--- src/rtl/ext_exec_pkg.sv ---
// Shared constants and types for the extended instruction executor
package ext_exec_pkg;
  localparam int unsigned DATA_W = 8;
  localparam int unsigned PROG_W = 16;
  localparam int unsigned PROG_AW = 14;
  localparam int unsigned DATA_AW = 10;
  localparam int unsigned PAGE_W = 6;
  localparam int unsigned FLAG_W = 6;

  localparam logic [3:0] OP_SUB_TO_MEMORY = 4'h0;
  localparam logic [3:0] OP_NIBBLE_SWAP_IN_PLACE = 4'h1;
  localparam logic [3:0] OP_NIBBLE_SWAP_TO_WORK = 4'h2;
  localparam logic [3:0] OP_SKIP_IF_ZERO_BYTE = 4'h3;
  localparam logic [3:0] OP_LOAD_SKIP_IF_ZERO = 4'h4;
  localparam logic [3:0] OP_SKIP_IF_ZERO_BIT = 4'h5;
  localparam logic [3:0] OP_TABLE_READ_PAGED = 4'h6;
  localparam logic [3:0] OP_TABLE_READ_LAST_PAGE = 4'h7;
  localparam logic [3:0] OP_PREINC_TABLE_READ_PAGED = 4'h8;
  localparam logic [3:0] OP_PREINC_TABLE_READ_LAST = 4'h9;
  localparam logic [3:0] OP_XOR_TO_WORK = 4'hA;
  localparam logic [3:0] OP_XOR_TO_MEMORY = 4'hB;

  localparam int unsigned FLAG_ZERO = 0;
  localparam int unsigned FLAG_BORROW_INV = 1;
  localparam int unsigned FLAG_HALF_CARRY = 2;
  localparam int unsigned FLAG_SIGNED_WRAP = 3;
  localparam int unsigned FLAG_SIGNED_BORROW = 4;
  localparam int unsigned FLAG_CHAINED_NIL = 5;

  localparam logic [5:0] FLAGS_RST = 6'h00;
  localparam logic [7:0] WORK_RST = 8'h00;
  localparam logic [7:0] TABLE_LOW_POINTER_RST = 8'h00;
  localparam logic [7:0] TABLE_PAGE_POINTER_RST = 8'h00;
  localparam logic [7:0] TABLE_HIGH_LATCH_RST = 8'h00;
  localparam logic [5:0] LAST_PAGE = 6'h3F;
  localparam logic [2:0] BIT_RST = 3'h0;
  localparam logic [9:0] ADDR_RST = 10'h000;
  localparam logic [13:0] PM_ADDR_RST = 14'h0000;
  localparam logic [7:0] WDATA_RST = 8'h00;

  typedef enum logic [3:0] {
    ST_IDLE = 4'b0001,
    ST_FETCH = 4'b0010,
    ST_EXEC = 4'b0100,
    ST_DUMMY = 4'b1000
  } state_t;
endpackage

--- src/rtl/alu_if.sv ---
// Operand and result bundle between the sequencer and the arithmetic unit
`timescale 1ns/100ps
interface alu_if;
  logic [3:0] op;
  logic [7:0] work;
  logic [7:0] mem;
  logic [5:0] flags_in;
  logic [7:0] result;
  logic [5:0] flags_out;
  modport alu (input op, input work, input mem, input flags_in, output result, output flags_out);
  modport core (output op, output work, output mem, output flags_in, input result, input flags_out);
endinterface

--- src/rtl/ext_exec.sv ---
// Executor for the subtract, swap, skip, table read and XOR instructions
// Functional notes
// - Subtract memory from work, result to memory
// - Borrow-inverse flag clear when result negative
// - Swap nibbles in place, flags untouched
// - Swapped byte to work, memory untouched
// - Skip next when addressed byte is zero
// - Taken skip adds one dummy cycle
// - Copy byte to work, skip if zero
// - Skip next when selected bit is zero
// - Paged table read: low byte memory, high latch
// - Last-page table read uses only low pointer
// - Pre-increment low pointer, then paged read
// - Pre-increment, last-page read, flags untouched
// - XOR into work, only zero flag
// - XOR into memory, only zero flag
`timescale 1ns/100ps
module ext_exec (
  input wire logic clk_sys_i,
  input wire logic reset_n_i,
  input wire logic start_i,
  input wire logic [3:0] op_i,
  input wire logic [9:0] addr_i,
  input wire logic [2:0] bit_sel_i,
  input wire logic work_load_i,
  input wire logic [7:0] work_i,
  input wire logic tbl_load_i,
  input wire logic [7:0] table_low_pointer_i,
  input wire logic [7:0] table_page_pointer_i,
  input wire logic [7:0] dm_rdata_i,
  input wire logic [15:0] pm_rdata_i,
  output logic busy_o,
  output logic done_o,
  output logic skip_o,
  output logic [9:0] dm_addr_o,
  output logic dm_we_o,
  output logic [7:0] dm_wdata_o,
  output logic [13:0] pm_addr_o,
  output logic [7:0] work_o,
  output logic [5:0] flags_o,
  output logic [7:0] table_low_pointer_o,
  output logic [7:0] table_high_latch_o
);
  ext_exec_pkg::state_t state_q;
  logic [3:0] op_q;
  logic [2:0] bit_q;
  logic [9:0] addr_q;
  logic [13:0] pm_addr_q;
  logic [7:0] work_q;
  logic [5:0] flags_q;
  logic [7:0] table_low_pointer_q;
  logic [7:0] table_page_pointer_q;
  logic [7:0] table_high_latch_q;
  logic dm_we_q;
  logic [7:0] dm_wdata_q;
  logic done_q;
  logic skip_q;
  logic accept;
  logic preinc;
  logic skip_c;
  logic mem_write_c;
  logic [7:0] table_low_pointer_next;

  alu_if alu_bus ();

  ext_exec_alu u_alu (
    .a(alu_bus.alu)
  );

  assign alu_bus.op = op_q;
  assign alu_bus.work = work_q;
  assign alu_bus.mem = dm_rdata_i;
  assign alu_bus.flags_in = flags_q;

  function automatic logic [13:0] table_addr(input logic last, input logic [7:0] page, input logic [7:0] low);
    table_addr = last ? {ext_exec_pkg::LAST_PAGE, low} : {page[5:0], low};
  endfunction

  function automatic logic is_table(input logic [3:0] op);
    is_table = (op == ext_exec_pkg::OP_TABLE_READ_PAGED) || (op == ext_exec_pkg::OP_TABLE_READ_LAST_PAGE)
      || (op == ext_exec_pkg::OP_PREINC_TABLE_READ_PAGED) || (op == ext_exec_pkg::OP_PREINC_TABLE_READ_LAST);
  endfunction

  assign accept = start_i && (state_q == ext_exec_pkg::ST_IDLE);
  assign preinc = (op_i == ext_exec_pkg::OP_PREINC_TABLE_READ_PAGED)
    || (op_i == ext_exec_pkg::OP_PREINC_TABLE_READ_LAST);
  assign table_low_pointer_next = preinc ? table_low_pointer_q + 8'h01 : table_low_pointer_q;

  always_comb begin
    skip_c = 1'b0;
    unique case (op_q)
      ext_exec_pkg::OP_SKIP_IF_ZERO_BYTE, ext_exec_pkg::OP_LOAD_SKIP_IF_ZERO: begin
        skip_c = (dm_rdata_i == 8'h00);
      end
      ext_exec_pkg::OP_SKIP_IF_ZERO_BIT: begin
        skip_c = ~dm_rdata_i[bit_q];
      end
      default: begin
        skip_c = 1'b0;
      end
    endcase
  end

  assign mem_write_c = (op_q == ext_exec_pkg::OP_SUB_TO_MEMORY) || (op_q == ext_exec_pkg::OP_NIBBLE_SWAP_IN_PLACE)
    || (op_q == ext_exec_pkg::OP_XOR_TO_MEMORY) || is_table(op_q);

  always_ff @(posedge clk_sys_i) begin
    if (!reset_n_i) begin
      state_q <= ext_exec_pkg::ST_IDLE;
    end else begin
      unique case (state_q)
        ext_exec_pkg::ST_IDLE: begin
          if (start_i) begin
            state_q <= ext_exec_pkg::ST_FETCH;
          end
        end
        ext_exec_pkg::ST_FETCH: begin
          state_q <= ext_exec_pkg::ST_EXEC;
        end
        ext_exec_pkg::ST_EXEC: begin
          // Skipped word is fetched but discarded, hence the extra cycle
          state_q <= skip_c ? ext_exec_pkg::ST_DUMMY : ext_exec_pkg::ST_IDLE;
        end
        ext_exec_pkg::ST_DUMMY: begin
          state_q <= ext_exec_pkg::ST_IDLE;
        end
        default: begin
          state_q <= ext_exec_pkg::ST_IDLE;
        end
      endcase
    end
  end

  always_ff @(posedge clk_sys_i) begin
    if (!reset_n_i) begin
      op_q <= ext_exec_pkg::OP_SUB_TO_MEMORY;
      bit_q <= ext_exec_pkg::BIT_RST;
      addr_q <= ext_exec_pkg::ADDR_RST;
      pm_addr_q <= ext_exec_pkg::PM_ADDR_RST;
    end else if (accept) begin
      op_q <= op_i;
      bit_q <= bit_sel_i;
      addr_q <= addr_i;
      pm_addr_q <= table_addr((op_i == ext_exec_pkg::OP_TABLE_READ_LAST_PAGE)
        || (op_i == ext_exec_pkg::OP_PREINC_TABLE_READ_LAST), table_page_pointer_q, table_low_pointer_next);
    end
  end

  // Pointer load from outside is ignored while an instruction owns the pointer
  always_ff @(posedge clk_sys_i) begin
    if (!reset_n_i) begin
      table_low_pointer_q <= ext_exec_pkg::TABLE_LOW_POINTER_RST;
      table_page_pointer_q <= ext_exec_pkg::TABLE_PAGE_POINTER_RST;
    end else if (accept) begin
      table_low_pointer_q <= table_low_pointer_next;
    end else if (tbl_load_i && state_q == ext_exec_pkg::ST_IDLE) begin
      table_low_pointer_q <= table_low_pointer_i;
      table_page_pointer_q <= table_page_pointer_i;
    end
  end

  always_ff @(posedge clk_sys_i) begin
    if (!reset_n_i) begin
      work_q <= ext_exec_pkg::WORK_RST;
    end else if (state_q == ext_exec_pkg::ST_EXEC) begin
      if (op_q == ext_exec_pkg::OP_NIBBLE_SWAP_TO_WORK || op_q == ext_exec_pkg::OP_XOR_TO_WORK) begin
        work_q <= alu_bus.result;
      end else if (op_q == ext_exec_pkg::OP_LOAD_SKIP_IF_ZERO) begin
        work_q <= dm_rdata_i;
      end
    end else if (work_load_i && state_q == ext_exec_pkg::ST_IDLE) begin
      work_q <= work_i;
    end
  end

  always_ff @(posedge clk_sys_i) begin
    if (!reset_n_i) begin
      flags_q <= ext_exec_pkg::FLAGS_RST;
    end else if (state_q == ext_exec_pkg::ST_EXEC) begin
      flags_q <= alu_bus.flags_out;
    end
  end

  always_ff @(posedge clk_sys_i) begin
    if (!reset_n_i) begin
      table_high_latch_q <= ext_exec_pkg::TABLE_HIGH_LATCH_RST;
      dm_we_q <= 1'b0;
      dm_wdata_q <= ext_exec_pkg::WDATA_RST;
    end else begin
      dm_we_q <= (state_q == ext_exec_pkg::ST_EXEC) && mem_write_c;
      if (state_q == ext_exec_pkg::ST_EXEC) begin
        dm_wdata_q <= is_table(op_q) ? pm_rdata_i[7:0] : alu_bus.result;
        if (is_table(op_q)) begin
          table_high_latch_q <= pm_rdata_i[15:8];
        end
      end
    end
  end

  always_ff @(posedge clk_sys_i) begin
    if (!reset_n_i) begin
      done_q <= 1'b0;
      skip_q <= 1'b0;
    end else begin
      done_q <= ((state_q == ext_exec_pkg::ST_EXEC) && !skip_c) || (state_q == ext_exec_pkg::ST_DUMMY);
      skip_q <= state_q == ext_exec_pkg::ST_DUMMY;
    end
  end

  assign busy_o = state_q != ext_exec_pkg::ST_IDLE;
  assign done_o = done_q;
  assign skip_o = skip_q;
  assign dm_addr_o = addr_q;
  assign dm_we_o = dm_we_q;
  assign dm_wdata_o = dm_wdata_q;
  assign pm_addr_o = pm_addr_q;
  assign work_o = work_q;
  assign flags_o = flags_q;
  assign table_low_pointer_o = table_low_pointer_q;
  assign table_high_latch_o = table_high_latch_q;

  logic [7:0] sub_chk;
  logic [7:0] swap_chk;
  logic [7:0] xor_chk;
  logic in_exec;
  assign sub_chk = work_q - dm_rdata_i;
  assign swap_chk = {dm_rdata_i[3:0], dm_rdata_i[7:4]};
  assign xor_chk = work_q ^ dm_rdata_i;
  assign in_exec = state_q == ext_exec_pkg::ST_EXEC;
endmodule

--- src/rtl/ext_exec_alu.sv ---
// Combinational result and flag unit
`timescale 1ns/100ps
module ext_exec_alu (
  alu_if.alu a
);
  logic [8:0] diff;
  logic [4:0] low_diff;
  logic wrap;

  assign diff = {1'b0, a.work} - {1'b0, a.mem};
  assign low_diff = {1'b0, a.work[3:0]} - {1'b0, a.mem[3:0]};
  // Signed wrap: operands differ in sign and result sign follows the subtrahend
  assign wrap = (a.work[7] != a.mem[7]) && (diff[7] != a.work[7]);

  always_comb begin
    a.result = a.mem;
    a.flags_out = a.flags_in;
    unique case (a.op)
      ext_exec_pkg::OP_SUB_TO_MEMORY: begin
        a.result = diff[7:0];
        a.flags_out[ext_exec_pkg::FLAG_ZERO] = (diff[7:0] == 8'h00);
        a.flags_out[ext_exec_pkg::FLAG_BORROW_INV] = ~diff[8];
        a.flags_out[ext_exec_pkg::FLAG_HALF_CARRY] = ~low_diff[4];
        a.flags_out[ext_exec_pkg::FLAG_SIGNED_WRAP] = wrap;
        a.flags_out[ext_exec_pkg::FLAG_SIGNED_BORROW] = ~(diff[7] ^ wrap);
        a.flags_out[ext_exec_pkg::FLAG_CHAINED_NIL] = (diff[7:0] == 8'h00);
      end
      ext_exec_pkg::OP_NIBBLE_SWAP_IN_PLACE, ext_exec_pkg::OP_NIBBLE_SWAP_TO_WORK: begin
        a.result = {a.mem[3:0], a.mem[7:4]};
      end
      ext_exec_pkg::OP_XOR_TO_WORK, ext_exec_pkg::OP_XOR_TO_MEMORY: begin
        a.result = a.work ^ a.mem;
        a.flags_out[ext_exec_pkg::FLAG_ZERO] = ((a.work ^ a.mem) == 8'h00);
      end
      default: begin
        a.result = a.mem;
      end
    endcase
  end
endmodule

--- config.mk ---
export PLATFORM = sky130hd
export DESIGN_NAME = ext_exec
export DESIGN_NICKNAME = d
export VERILOG_FILES = /design/src/rtl/ext_exec_pkg.sv /design/src/rtl/alu_if.sv /design/src/rtl/ext_exec.sv /design/src/rtl/ext_exec_alu.sv
export SDC_FILE = /design/constraint.sdc
export NUM_CORES = 1
export LEC_CHECK = 0
export ABC_AREA = 0
export BUFFER_PORTS_ARGS = -buffer_cell sky130_fd_sc_hd__buf_2
export CAP_MARGIN = 20
export CELL_PAD_IN_SITES_DETAIL_PLACEMENT = 1
export CELL_PAD_IN_SITES_GLOBAL_PLACEMENT = 1
export CORE_MARGIN = 3
export CORE_UTILIZATION = 39
export DETAILED_ROUTE_END_ITERATION = 16
export PLACE_DENSITY = 0.92
export SLEW_MARGIN = 20
export SYNTH_ARGS = -nofsm -noshare
export SYNTH_HDL_FRONTEND = slang
export SYNTH_SLANG_ARGS = --single-unit
--- constraint.sdc ---
create_clock -name clk_sys_i -period 8.4 [get_ports clk_sys_i]
set_clock_uncertainty 0.15 [all_clocks]
set_input_delay 0.84 -clock clk_sys_i [delete_from_list [all_inputs] [get_ports clk_sys_i]]
set_output_delay 0.84 -clock clk_sys_i [all_outputs]
set_load 0.01 [all_outputs]
==> flow_metrics.tcl, run 1 <==
set metrics [dict create \
    outcome "complete, no violations" \
    cp-end-kind "flip-flop" \
    ff2ff_path_depth 11 \
    clock.fmax_mhz 264.7 \
    drt_pass1_iterations 6 \
    regToRegStartpoint "work_o[1]" \
    mappedNetlistArea_um2 4433 \
    reg2reg_to "flags_o[0]" \
    cts.root.buffer_cell "sky130_fd_sc_hd__clkbuf_16" \
    timing.final.crit_period_ns 3.777 \
    post_drt_wl_per_cell_um 18.92 \
    detail_route.iter0.violations 180 \
    io_buffer_count 133 \
    setup_viol_count_final 0 \
    worst-r2r-setup-slack_ns 5.04 \
    power.density_nw_per_um2 196.9 \
    gpl.final_weighted_congestion 0.9019 \
    timing.slew.headroom_pct 33.40 \
    share_of_flip_flops_with_an_asynchronous_set_or_reset_after_synthesis_pct 0 \
    combined_flip_flop_and_latch_cell_area_um2 1642 \
    finalInstanceArea_um2 5469 \
    synth_top_area_share_pct 37.03 \
    inserted_clock_buffers 9 \
    drv.max_cap_violation_count 0 \
    synth_common_cells "sky130_fd_sc_hd__nand2_1, sky130_fd_sc_hd__dfxtp_1, sky130_fd_sc_hd__a21oi_1, sky130_fd_sc_hd__a21boi_1, sky130_fd_sc_hd__nor2_1" \
    multi_input_comb_area_um2 2585 \
    cts_tree "built" \
    grt_remaining_overflow 0 \
    maximum_ir_drop_on_the_vdd_rail_mv 0.1426 \
    synth_compound_gate_area_share_pct 26.67 \
    number_of_resized_instances_in_the_post_cts_repair_step 0 \
    nNetsFinal 742 \
    grt_setup_unrepaired "false" \
    min_delay_worst_endpoint "dm_wdata_o[0]" \
    synth_flop_cell "sky130_fd_sc_hd__dfxtp_1" \
    hold_startpoint "dm_wdata_o[0]" \
    grt_max_degree 83 \
    total_number_of_h_tree_levels 3 \
    report.final.slew_viol_count 0 \
    hold_depth 2 \
    antenna_cells 0 \
    crit_path_max_fanout 7 \
    initial_core_util_pct 40.36 \
    final-hold-violation-count 0 \
    via_count_of_the_first_global_routing_pass 4670 \
    drcViolationCount 0 \
    synthMuxAreaShare_pct 2.597 \
    final-instance-count-excl-fill 804 \
    ys_seq_area_share_pct 37.03 \
    post_synth_and_or_nand_nor_area_fraction_pct 22.72 \
    clockBufferDepth 2 \
    leak_nw 2.485 \
    worstSetupStartpoint "dm_rdata_i[1]" \
    worstPathRequired_ns 8.52 \
    final_min_period_over_clock_period_pct 44.97 \
    antenna_found_initial 0 \
    floorplan.core_area_um2 10980 \
    synth_xor_xnor_area_share_pct 2.371 \
    min-delay-path-class "reg -> reg" \
    fillCellCount 1385 \
    yosys.cell_count.top_type "sky130_fd_sc_hd__nand2_1" \
    die_y_um 112.6 \
    syn_avg_cell_area_um2 8.119 \
    fin_hold_ws_ns 0.3036 \
    tightest_slew_ns 0.9976 \
    clk-insertion-delay-late_ns 0.34 \
    worst_ep_arrival_time_ns 3.90 \
    clkSinkCount 82 \
    post_synth_inst_count 546 \
    std_cell_rows 38 \
    track_usage_pct 23.82 \
    netlist.top_cell.by_area "sky130_fd_sc_hd__dfxtp_1" \
    synthesis.nets 628 \
    hpwlAfterDp_um 11110 \
    timing.setup.critical_path_class "in -> reg" \
    die-area_um2 12680 \
    total_via_count_in_the_routed_design 4570 \
    count_of_flip_flops_with_a_built_in_enable_after_synthesis 0 \
    synth_top_family_by_area "compound AO/OA/AOI/OAI gates" \
    wl_um 15210 \
    grt_pass1_wl_um 24350 \
    cts_post_setup_buffers_inserted 0 \
    critical_path.startpoint_type "input pin" \
    post_synth_fa_ha_maj_area_fraction_pct 3.951 \
    cell_count_after_placement 789 \
    die_width_um 112.6 \
    holdBufCountCts 0 \
    clkSlewWorstSetupHoldPaths_ns 0.06 \
    post_synth_num_cell_types 66 \
    worst_slack_at_placement_ns 4.339 \
    final_antenna_violating_net_count 0 \
    io_pins 136 \
    place_area_um2 5165 \
    detail_route.vias_per_cell 5.684 \
    ys_ff_latch 82 \
    final_layout_size_suffix_gt1_share_pct 25.30 \
    fin_ws_ns 4.623 \
    finalSetupTns_ns 0 \
    synth.top_cells.by_area "sky130_fd_sc_hd__dfxtp_1, sky130_fd_sc_hd__nand2_1, sky130_fd_sc_hd__a21boi_1, sky130_fd_sc_hd__a21oi_1, sky130_fd_sc_hd__ha_1" \
    synth.yosys.warnings 0 \
    synthToLayoutAreaGrowth_pct 23.37 \
]
## critical path: stages
cell	delay, ns
sky130_fd_sc_hd__buf_2	0.18
sky130_fd_sc_hd__inv_1	0.11
sky130_fd_sc_hd__ha_1	0.38
sky130_fd_sc_hd__nor2b_1	0.17
sky130_fd_sc_hd__o2111a_1	0.22
sky130_fd_sc_hd__o21ai_1	0.11
sky130_fd_sc_hd__a21boi_1	0.20
sky130_fd_sc_hd__nor2_1	0.08
sky130_fd_sc_hd__fa_1	0.59
sky130_fd_sc_hd__nand3_1	0.13
sky130_fd_sc_hd__nor4_2	0.26
sky130_fd_sc_hd__or4b_1	0.47
sky130_fd_sc_hd__a21oi_1	0.15
## through the flow
stage / utilization, % / power [mW]
after floorplan: - / 0.5832
after global placement: 47.03 / 0.6564
after detailed placement: 47.03 / 0.6664
after CTS: 49.79 / 1.083
after global routing: 49.79 / 1.124
final: 49.79 / 1.077
## metal layers
metal	part of all wire, %	wire length [µm]	vias to the layer above	GRT usage [%]
li1	-	-	2180	-
met1	40	6086	2202	28.48
met2	50	7623	163	41.82
met3	8.0	1217	25	6.900
met4	1.8	280	0	6.090
met5	0	0	-	0
## kinds of logic (layout without fill, tap and decap cells)
group	after synthesis	in the layout
multiplexers	9	9
adder cells (fa/ha/maj)	13	13
AND/OR/NAND/NOR	203	203
AO/OA/AOI/OAI	174	174
XOR/XNOR	12	12
flip-flops	82	82
buffers and inverters	53	171
## flip-flops by register name, indices dropped and copies added (netlist names)
register / count
dm_we_o: 1
dm_wdata_o: 8
skip_o: 1
pm_addr_o: 14
alu_bus.op: 4
bit_q: 3
work_o: 8
flags_o: 6
table_low_pointer_o: 8
state_q: 4
table_page_pointer_q: 6
done_o: 1
table_high_latch_o: 8
dm_addr_o: 10
## layout by cell type, fill, tap and decap left out, types with 6 or more instances in the layout
cell type	instances
sky130_fd_sc_hd__dfxtp_1	82
sky130_fd_sc_hd__o21ai_1	20
sky130_fd_sc_hd__nor2b_1	17
sky130_fd_sc_hd__a31oi_1	6
sky130_fd_sc_hd__nor3_1	11
sky130_fd_sc_hd__nand4_1	9
sky130_fd_sc_hd__nand2_1	90
sky130_fd_sc_hd__a21oi_1	41
sky130_fd_sc_hd__o21ai_0	21
sky130_fd_sc_hd__a21boi_1	30
sky130_fd_sc_hd__ha_1	10
sky130_fd_sc_hd__xnor2_1	6
sky130_fd_sc_hd__mux2i_1	7
sky130_fd_sc_hd__nor2_1	27
sky130_fd_sc_hd__clkbuf_16	9
sky130_fd_sc_hd__o221a_1	9
sky130_fd_sc_hd__xor2_1	6
sky130_fd_sc_hd__o211a_1	7
sky130_fd_sc_hd__nand3_1	16
sky130_fd_sc_hd__inv_1	17
sky130_fd_sc_hd__buf_2	133
## cell type report
cell class / instances / share of cell area [%]
Clock inverter: 3 / 0.8694
Clock buffer: 12 / 4.690
Multi-Input combinational cell: 411 / 47.27
Tap cell: 140 / 3.203
Sequential cell: 82 / 30.02
Timing Repair Buffer: 136 / 12.58
Inverter: 20 / 1.373
## power by group
part	internal, mW	switching (mW)
clock	0.247	0.169
sequential	0.411	0.0268
combinational	0.0914	0.132
total	0.749	0.328
## worst max path at each step
stage,end,cells past startpoint
floorplan,flags_o[0],12
global placement,work_o[7],14
detailed placement,flags_o[0],13
CTS,flags_o[0],13
global route,work_o[7],14
finish,flags_o[0],13
Power figures use the tool's default switching activity.
==> run 2, diff against run 1 <==
--- a/config.mk
+++ b/config.mk
@@ -5,15 +5,15 @@
 export SDC_FILE = /design/constraint.sdc
 export NUM_CORES = 1
 export LEC_CHECK = 0
-export ABC_AREA = 0
+export ABC_AREA = 1
 export BUFFER_PORTS_ARGS = -buffer_cell sky130_fd_sc_hd__buf_2
 export CAP_MARGIN = 20
 export CELL_PAD_IN_SITES_DETAIL_PLACEMENT = 1
 export CELL_PAD_IN_SITES_GLOBAL_PLACEMENT = 1
 export CORE_MARGIN = 3
-export CORE_UTILIZATION = 39
+export CORE_UTILIZATION = 35
 export DETAILED_ROUTE_END_ITERATION = 16
-export PLACE_DENSITY = 0.92
+export PLACE_DENSITY = 0.89
 export SLEW_MARGIN = 20
 export SYNTH_ARGS = -nofsm -noshare
 export SYNTH_HDL_FRONTEND = slang
==> constraint.sdc (replaced) <==
create_clock -name clk_sys_i -period 3.6 [get_ports clk_sys_i]
set_clock_uncertainty 0.15 [all_clocks]
set_input_delay 0.36 -clock clk_sys_i [delete_from_list [all_inputs] [get_ports clk_sys_i]]
set_output_delay 0.36 -clock clk_sys_i [all_outputs]
set_load 0.01 [all_outputs]
==> run 2 against run 1 <==
  * Critical path type is now reg -> reg
  * Clock power up 110%
  * Critical endpoint unchanged
  * Synthesized cell count rose by 9.9%
  * Non-clock buffer count fell by 1
  * Global-route usage down 1.4 points
  * Worst setup slack lost 3.8 ns
  * Critical path depth grew 2
  * Sequential share of layout area increased by 1.8 points
  * Cell area fell by 5.7%
  * Largest cell class unchanged
  * Count of clock-buffer cells in the layout unchanged
  * Cell count grew 8.3%
==> flow_metrics.tcl, run 2 <==
set metrics [dict create \
    maximum_ir_drop_on_the_vdd_rail_mv 0.2583 \
    track_usage_pct 22.42 \
    worst_slack_at_placement_ns 0.6009 \
    fin_ws_ns 0.8657 \
    clockBufferDepth 2 \
    nNetsFinal 808 \
    cts_tree "built" \
    drcViolationCount 0 \
    timing.final.crit_period_ns 2.734 \
    share_seq_of_total_power_pct 41.4 \
    timing.slew.headroom_pct 46.68 \
    layout_common_cells "sky130_fd_sc_hd__nand2_1, sky130_fd_sc_hd__buf_2, sky130_fd_sc_hd__a21oi_1" \
    netlist.top_cell.by_area "sky130_fd_sc_hd__dfxtp_1" \
    finalSetupTns_ns 0 \
    die-area_um2 13080 \
    grt_remaining_overflow 0 \
    critical_path.slowest_cell "sky130_fd_sc_hd__fa_1" \
    number_of_resized_instances_in_the_post_cts_repair_step 0 \
    ys_seq_area_share_pct 39.93 \
    critPathMaxStageDelay_ns 0.57 \
    synth.top_cells.by_area "sky130_fd_sc_hd__dfxtp_1, sky130_fd_sc_hd__nand2_1, sky130_fd_sc_hd__a21oi_1, sky130_fd_sc_hd__o21ai_0, sky130_fd_sc_hd__inv_1" \
    detail_route.vias_per_cell 5.165 \
    crit_path_frequent_cell "sky130_fd_sc_hd__nand2_1" \
    timing.critical_path.buf_inv 0 \
    total_number_of_h_tree_levels 3 \
    post_synth_and_or_nand_nor_area_fraction_pct 25.14 \
    post_drt_wl_per_cell_um 16.50 \
    min-delay-path-class "in -> reg" \
    die_width_um 114.4 \
    post_synth_fa_ha_maj_area_fraction_pct 4.017 \
    die_y_um 114.4 \
    post_synth_inst_count 600 \
    final_antenna_violating_net_count 0 \
    setup_viol_count_final 0 \
    leak_nw 2.535 \
    antenna_found_initial 0 \
    synthesis.nets 682 \
    clock.fmax_mhz 365.7 \
    report.final.slew_viol_count 0 \
    detail_route.iter0.violations 269 \
    hpwlAfterDp_um 11060 \
    grt_setup_unrepaired "false" \
    clkSlewWorstSetupHoldPaths_ns 0.06 \
    pwr-share-comb_pct 22.9 \
    synthToLayoutAreaGrowth_pct 25.41 \
    synth_compound_gate_area_share_pct 21.67 \
    outcome "complete, no violations" \
    power_report.internal_total_mw 1.665 \
    synth_common_cells "sky130_fd_sc_hd__nand2_1, sky130_fd_sc_hd__a21oi_1, sky130_fd_sc_hd__dfxtp_1, sky130_fd_sc_hd__o21ai_0, sky130_fd_sc_hd__inv_1" \
    clk-insertion-delay-late_ns 0.34 \
    synth.yosys.warnings 0 \
    synthMuxAreaShare_pct 0 \
    worstPathRequired_ns 3.72 \
    netSwitchingPower_mw 0.8028 \
    synth_top_family_by_area "simple AND/OR/NAND/NOR gates" \
    share_of_flip_flops_with_an_asynchronous_set_or_reset_after_synthesis_pct 0 \
    cp-end-kind "flip-flop" \
    wl_um 14370 \
    count_of_flip_flops_with_a_built_in_enable_after_synthesis 0 \
    drt_pass1_iterations 5 \
    antenna_cells 0 \
    syn_avg_cell_area_um2 6.852 \
    io_pins 136 \
    holdBufCountCts 0 \
    cts.root.buffer_cell "sky130_fd_sc_hd__clkbuf_16" \
    timing.setup.critical_path_class "reg -> reg" \
    grt_pass1_wl_um 23140 \
    worst_ep_arrival_time_ns 2.86 \
    initial_core_util_pct 36.80 \
    total_via_count_in_the_routed_design 4499 \
    gpl.final_weighted_congestion 0.9184 \
    synth_xor_xnor_area_share_pct 0.6391 \
    power.density_nw_per_um2 478.6 \
    floorplan.core_area_um2 11170 \
    power_frac_clock_pct 35.7 \
    std_cell_rows 38 \
    ys_ff_latch 82 \
    commonest_non_fill_non_tap_cell_in_the_layout "sky130_fd_sc_hd__nand2_1" \
    crit_path_max_fanout 7 \
    synth_flop_cell "sky130_fd_sc_hd__dfxtp_1" \
    fin_hold_ws_ns 0.1219 \
    post_synth_num_cell_types 35 \
    yosys.cell_count.top_type "sky130_fd_sc_hd__nand2_1" \
    path_delay_family "simple AND/OR/NAND/NOR gates" \
    via_count_of_the_first_global_routing_pass 4601 \
    drv.max_cap_violation_count 0 \
    critical_path.startpoint_type "flip-flop" \
    tightest_slew_ns 0.7970 \
    io_buffer_count 133 \
    final_min_period_over_clock_period_pct 75.95 \
    critical_path.cell_chain "ha_1 -> nand2_1 -> nand2_1 -> nand2_1 -> nand3_1 -> nand2_1 -> nand2_1 -> a21oi_1 -> fa_1 -> nand2_1 -> nor2_1 -> nand3_1 -> nor2_1 -> nand4_1 -> a21oi_1" \
    grt_max_degree 52 \
    max_reg_flops 14 \
    clkSinkCount 82 \
    final-hold-violation-count 0 \
    inserted_clock_buffers 9 \
    synth_top_area_share_pct 39.93 \
    power.switching_fraction_pct 32.53 \
    cts_post_setup_buffers_inserted 0 \
    final_layout_size_suffix_gt1_share_pct 23.67 \
    mappedNetlistArea_um2 4111 \
]
[run 2: changes by cell type in the layout (fill, tap and decap cells not counted), moves of 17 or more]
cell	before	now
sky130_fd_sc_hd__nand2_1	90	142
sky130_fd_sc_hd__inv_1	17	58
sky130_fd_sc_hd__nor2b_1	17	0
sky130_fd_sc_hd__a21oi_1	41	88
sky130_fd_sc_hd__o21ai_1	20	0
sky130_fd_sc_hd__a21boi_1	30	0
sky130_fd_sc_hd__o21ai_0	21	65
sky130_fd_sc_hd__nor2_1	27	47
[run 2: worst paths after layout]
| check | from | endpoint | slack (ns) | cells past startpoint |
|---|---|---|---|---|
| worst max-delay path | work_o[2] | flags_o[0] | 0.87 | 15 |
| worst min-delay path | addr_i[5] | dm_addr_o[5] | 0.12 | 3 |
| worst max register to register | work_o[2] | flags_o[0] | 0.87 | 15 |
| worst min register to register | table_page_pointer_q[5] | pm_addr_o[13] | 0.31 | 2 |
[run 2: cell families (layout without fill, tap and decap cells)]
logic type | Yosys count | in the layout
flops | 82 | 82
buf+inv | 89 | 220
fa+ha+maj | 12 | 12
compound gates | 170 | 170
simple gates | 244 | 244
xor+xnor | 3 | 3
[run 2: cell type report]
class,instances,area (µm²)
Multi-Input combinational cell,429,2116
Inverter,69,260.3
Tap cell,140,175.2
Fill cell,1514,6017
Clock buffer,12,256.5
Clock inverter,4,26.28
Sequential cell,82,1642
Timing Repair Buffer,135,680.7
[run 2: stage by stage]
step           power, mW  util (%)  std cells  cell area [µm²]
2_1_floorplan      1.385         -        600             4111
3_3_place_gp       1.586     43.62        855             4873
3_5_place_dp       1.605     43.62        855             4873
4_1_cts            2.496     46.15        871             5156
5_1_grt            2.623     46.15        871             5156
6_report           2.468     46.15        871             5156
[run 2: worst register-to-register path, stage by stage (launching register included)]
cell	delay [ns]
sky130_fd_sc_hd__dfxtp_1	0.32
sky130_fd_sc_hd__ha_1	0.41
sky130_fd_sc_hd__nand2_1	0.09
sky130_fd_sc_hd__nand2_1	0.08
sky130_fd_sc_hd__nand2_1	0.07
sky130_fd_sc_hd__nand3_1	0.09
sky130_fd_sc_hd__nand2_1	0.08
sky130_fd_sc_hd__nand2_1	0.11
sky130_fd_sc_hd__a21oi_1	0.09
sky130_fd_sc_hd__fa_1	0.57
sky130_fd_sc_hd__nand2_1	0.07
sky130_fd_sc_hd__nor2_1	0.10
sky130_fd_sc_hd__nand3_1	0.08
sky130_fd_sc_hd__nor2_1	0.12
sky130_fd_sc_hd__nand4_1	0.10
sky130_fd_sc_hd__a21oi_1	0.13
[run 2: power groups by stage]
stage	Sequential, mW	Combinational [mW]	Clock, mW
2_1_floorplan	1.05	0.332	0
3_3_place_gp	1.04	0.549	0
3_5_place_dp	1.04	0.563	0
4_1_cts	1.02	0.566	0.908
5_1_grt	1.03	0.637	0.954
6_report	1.02	0.566	0.880
[run 2: per-layer routing]
metal | track usage, % | vias to the layer above | wire length (µm)
met4 | 6.968 | 0 | 209
li1 | - | 2237 | -
met2 | 37.37 | 109 | 7037
met1 | 29.23 | 2140 | 6337
met5 | 0 | - | 0
met3 | 4.387 | 13 | 789
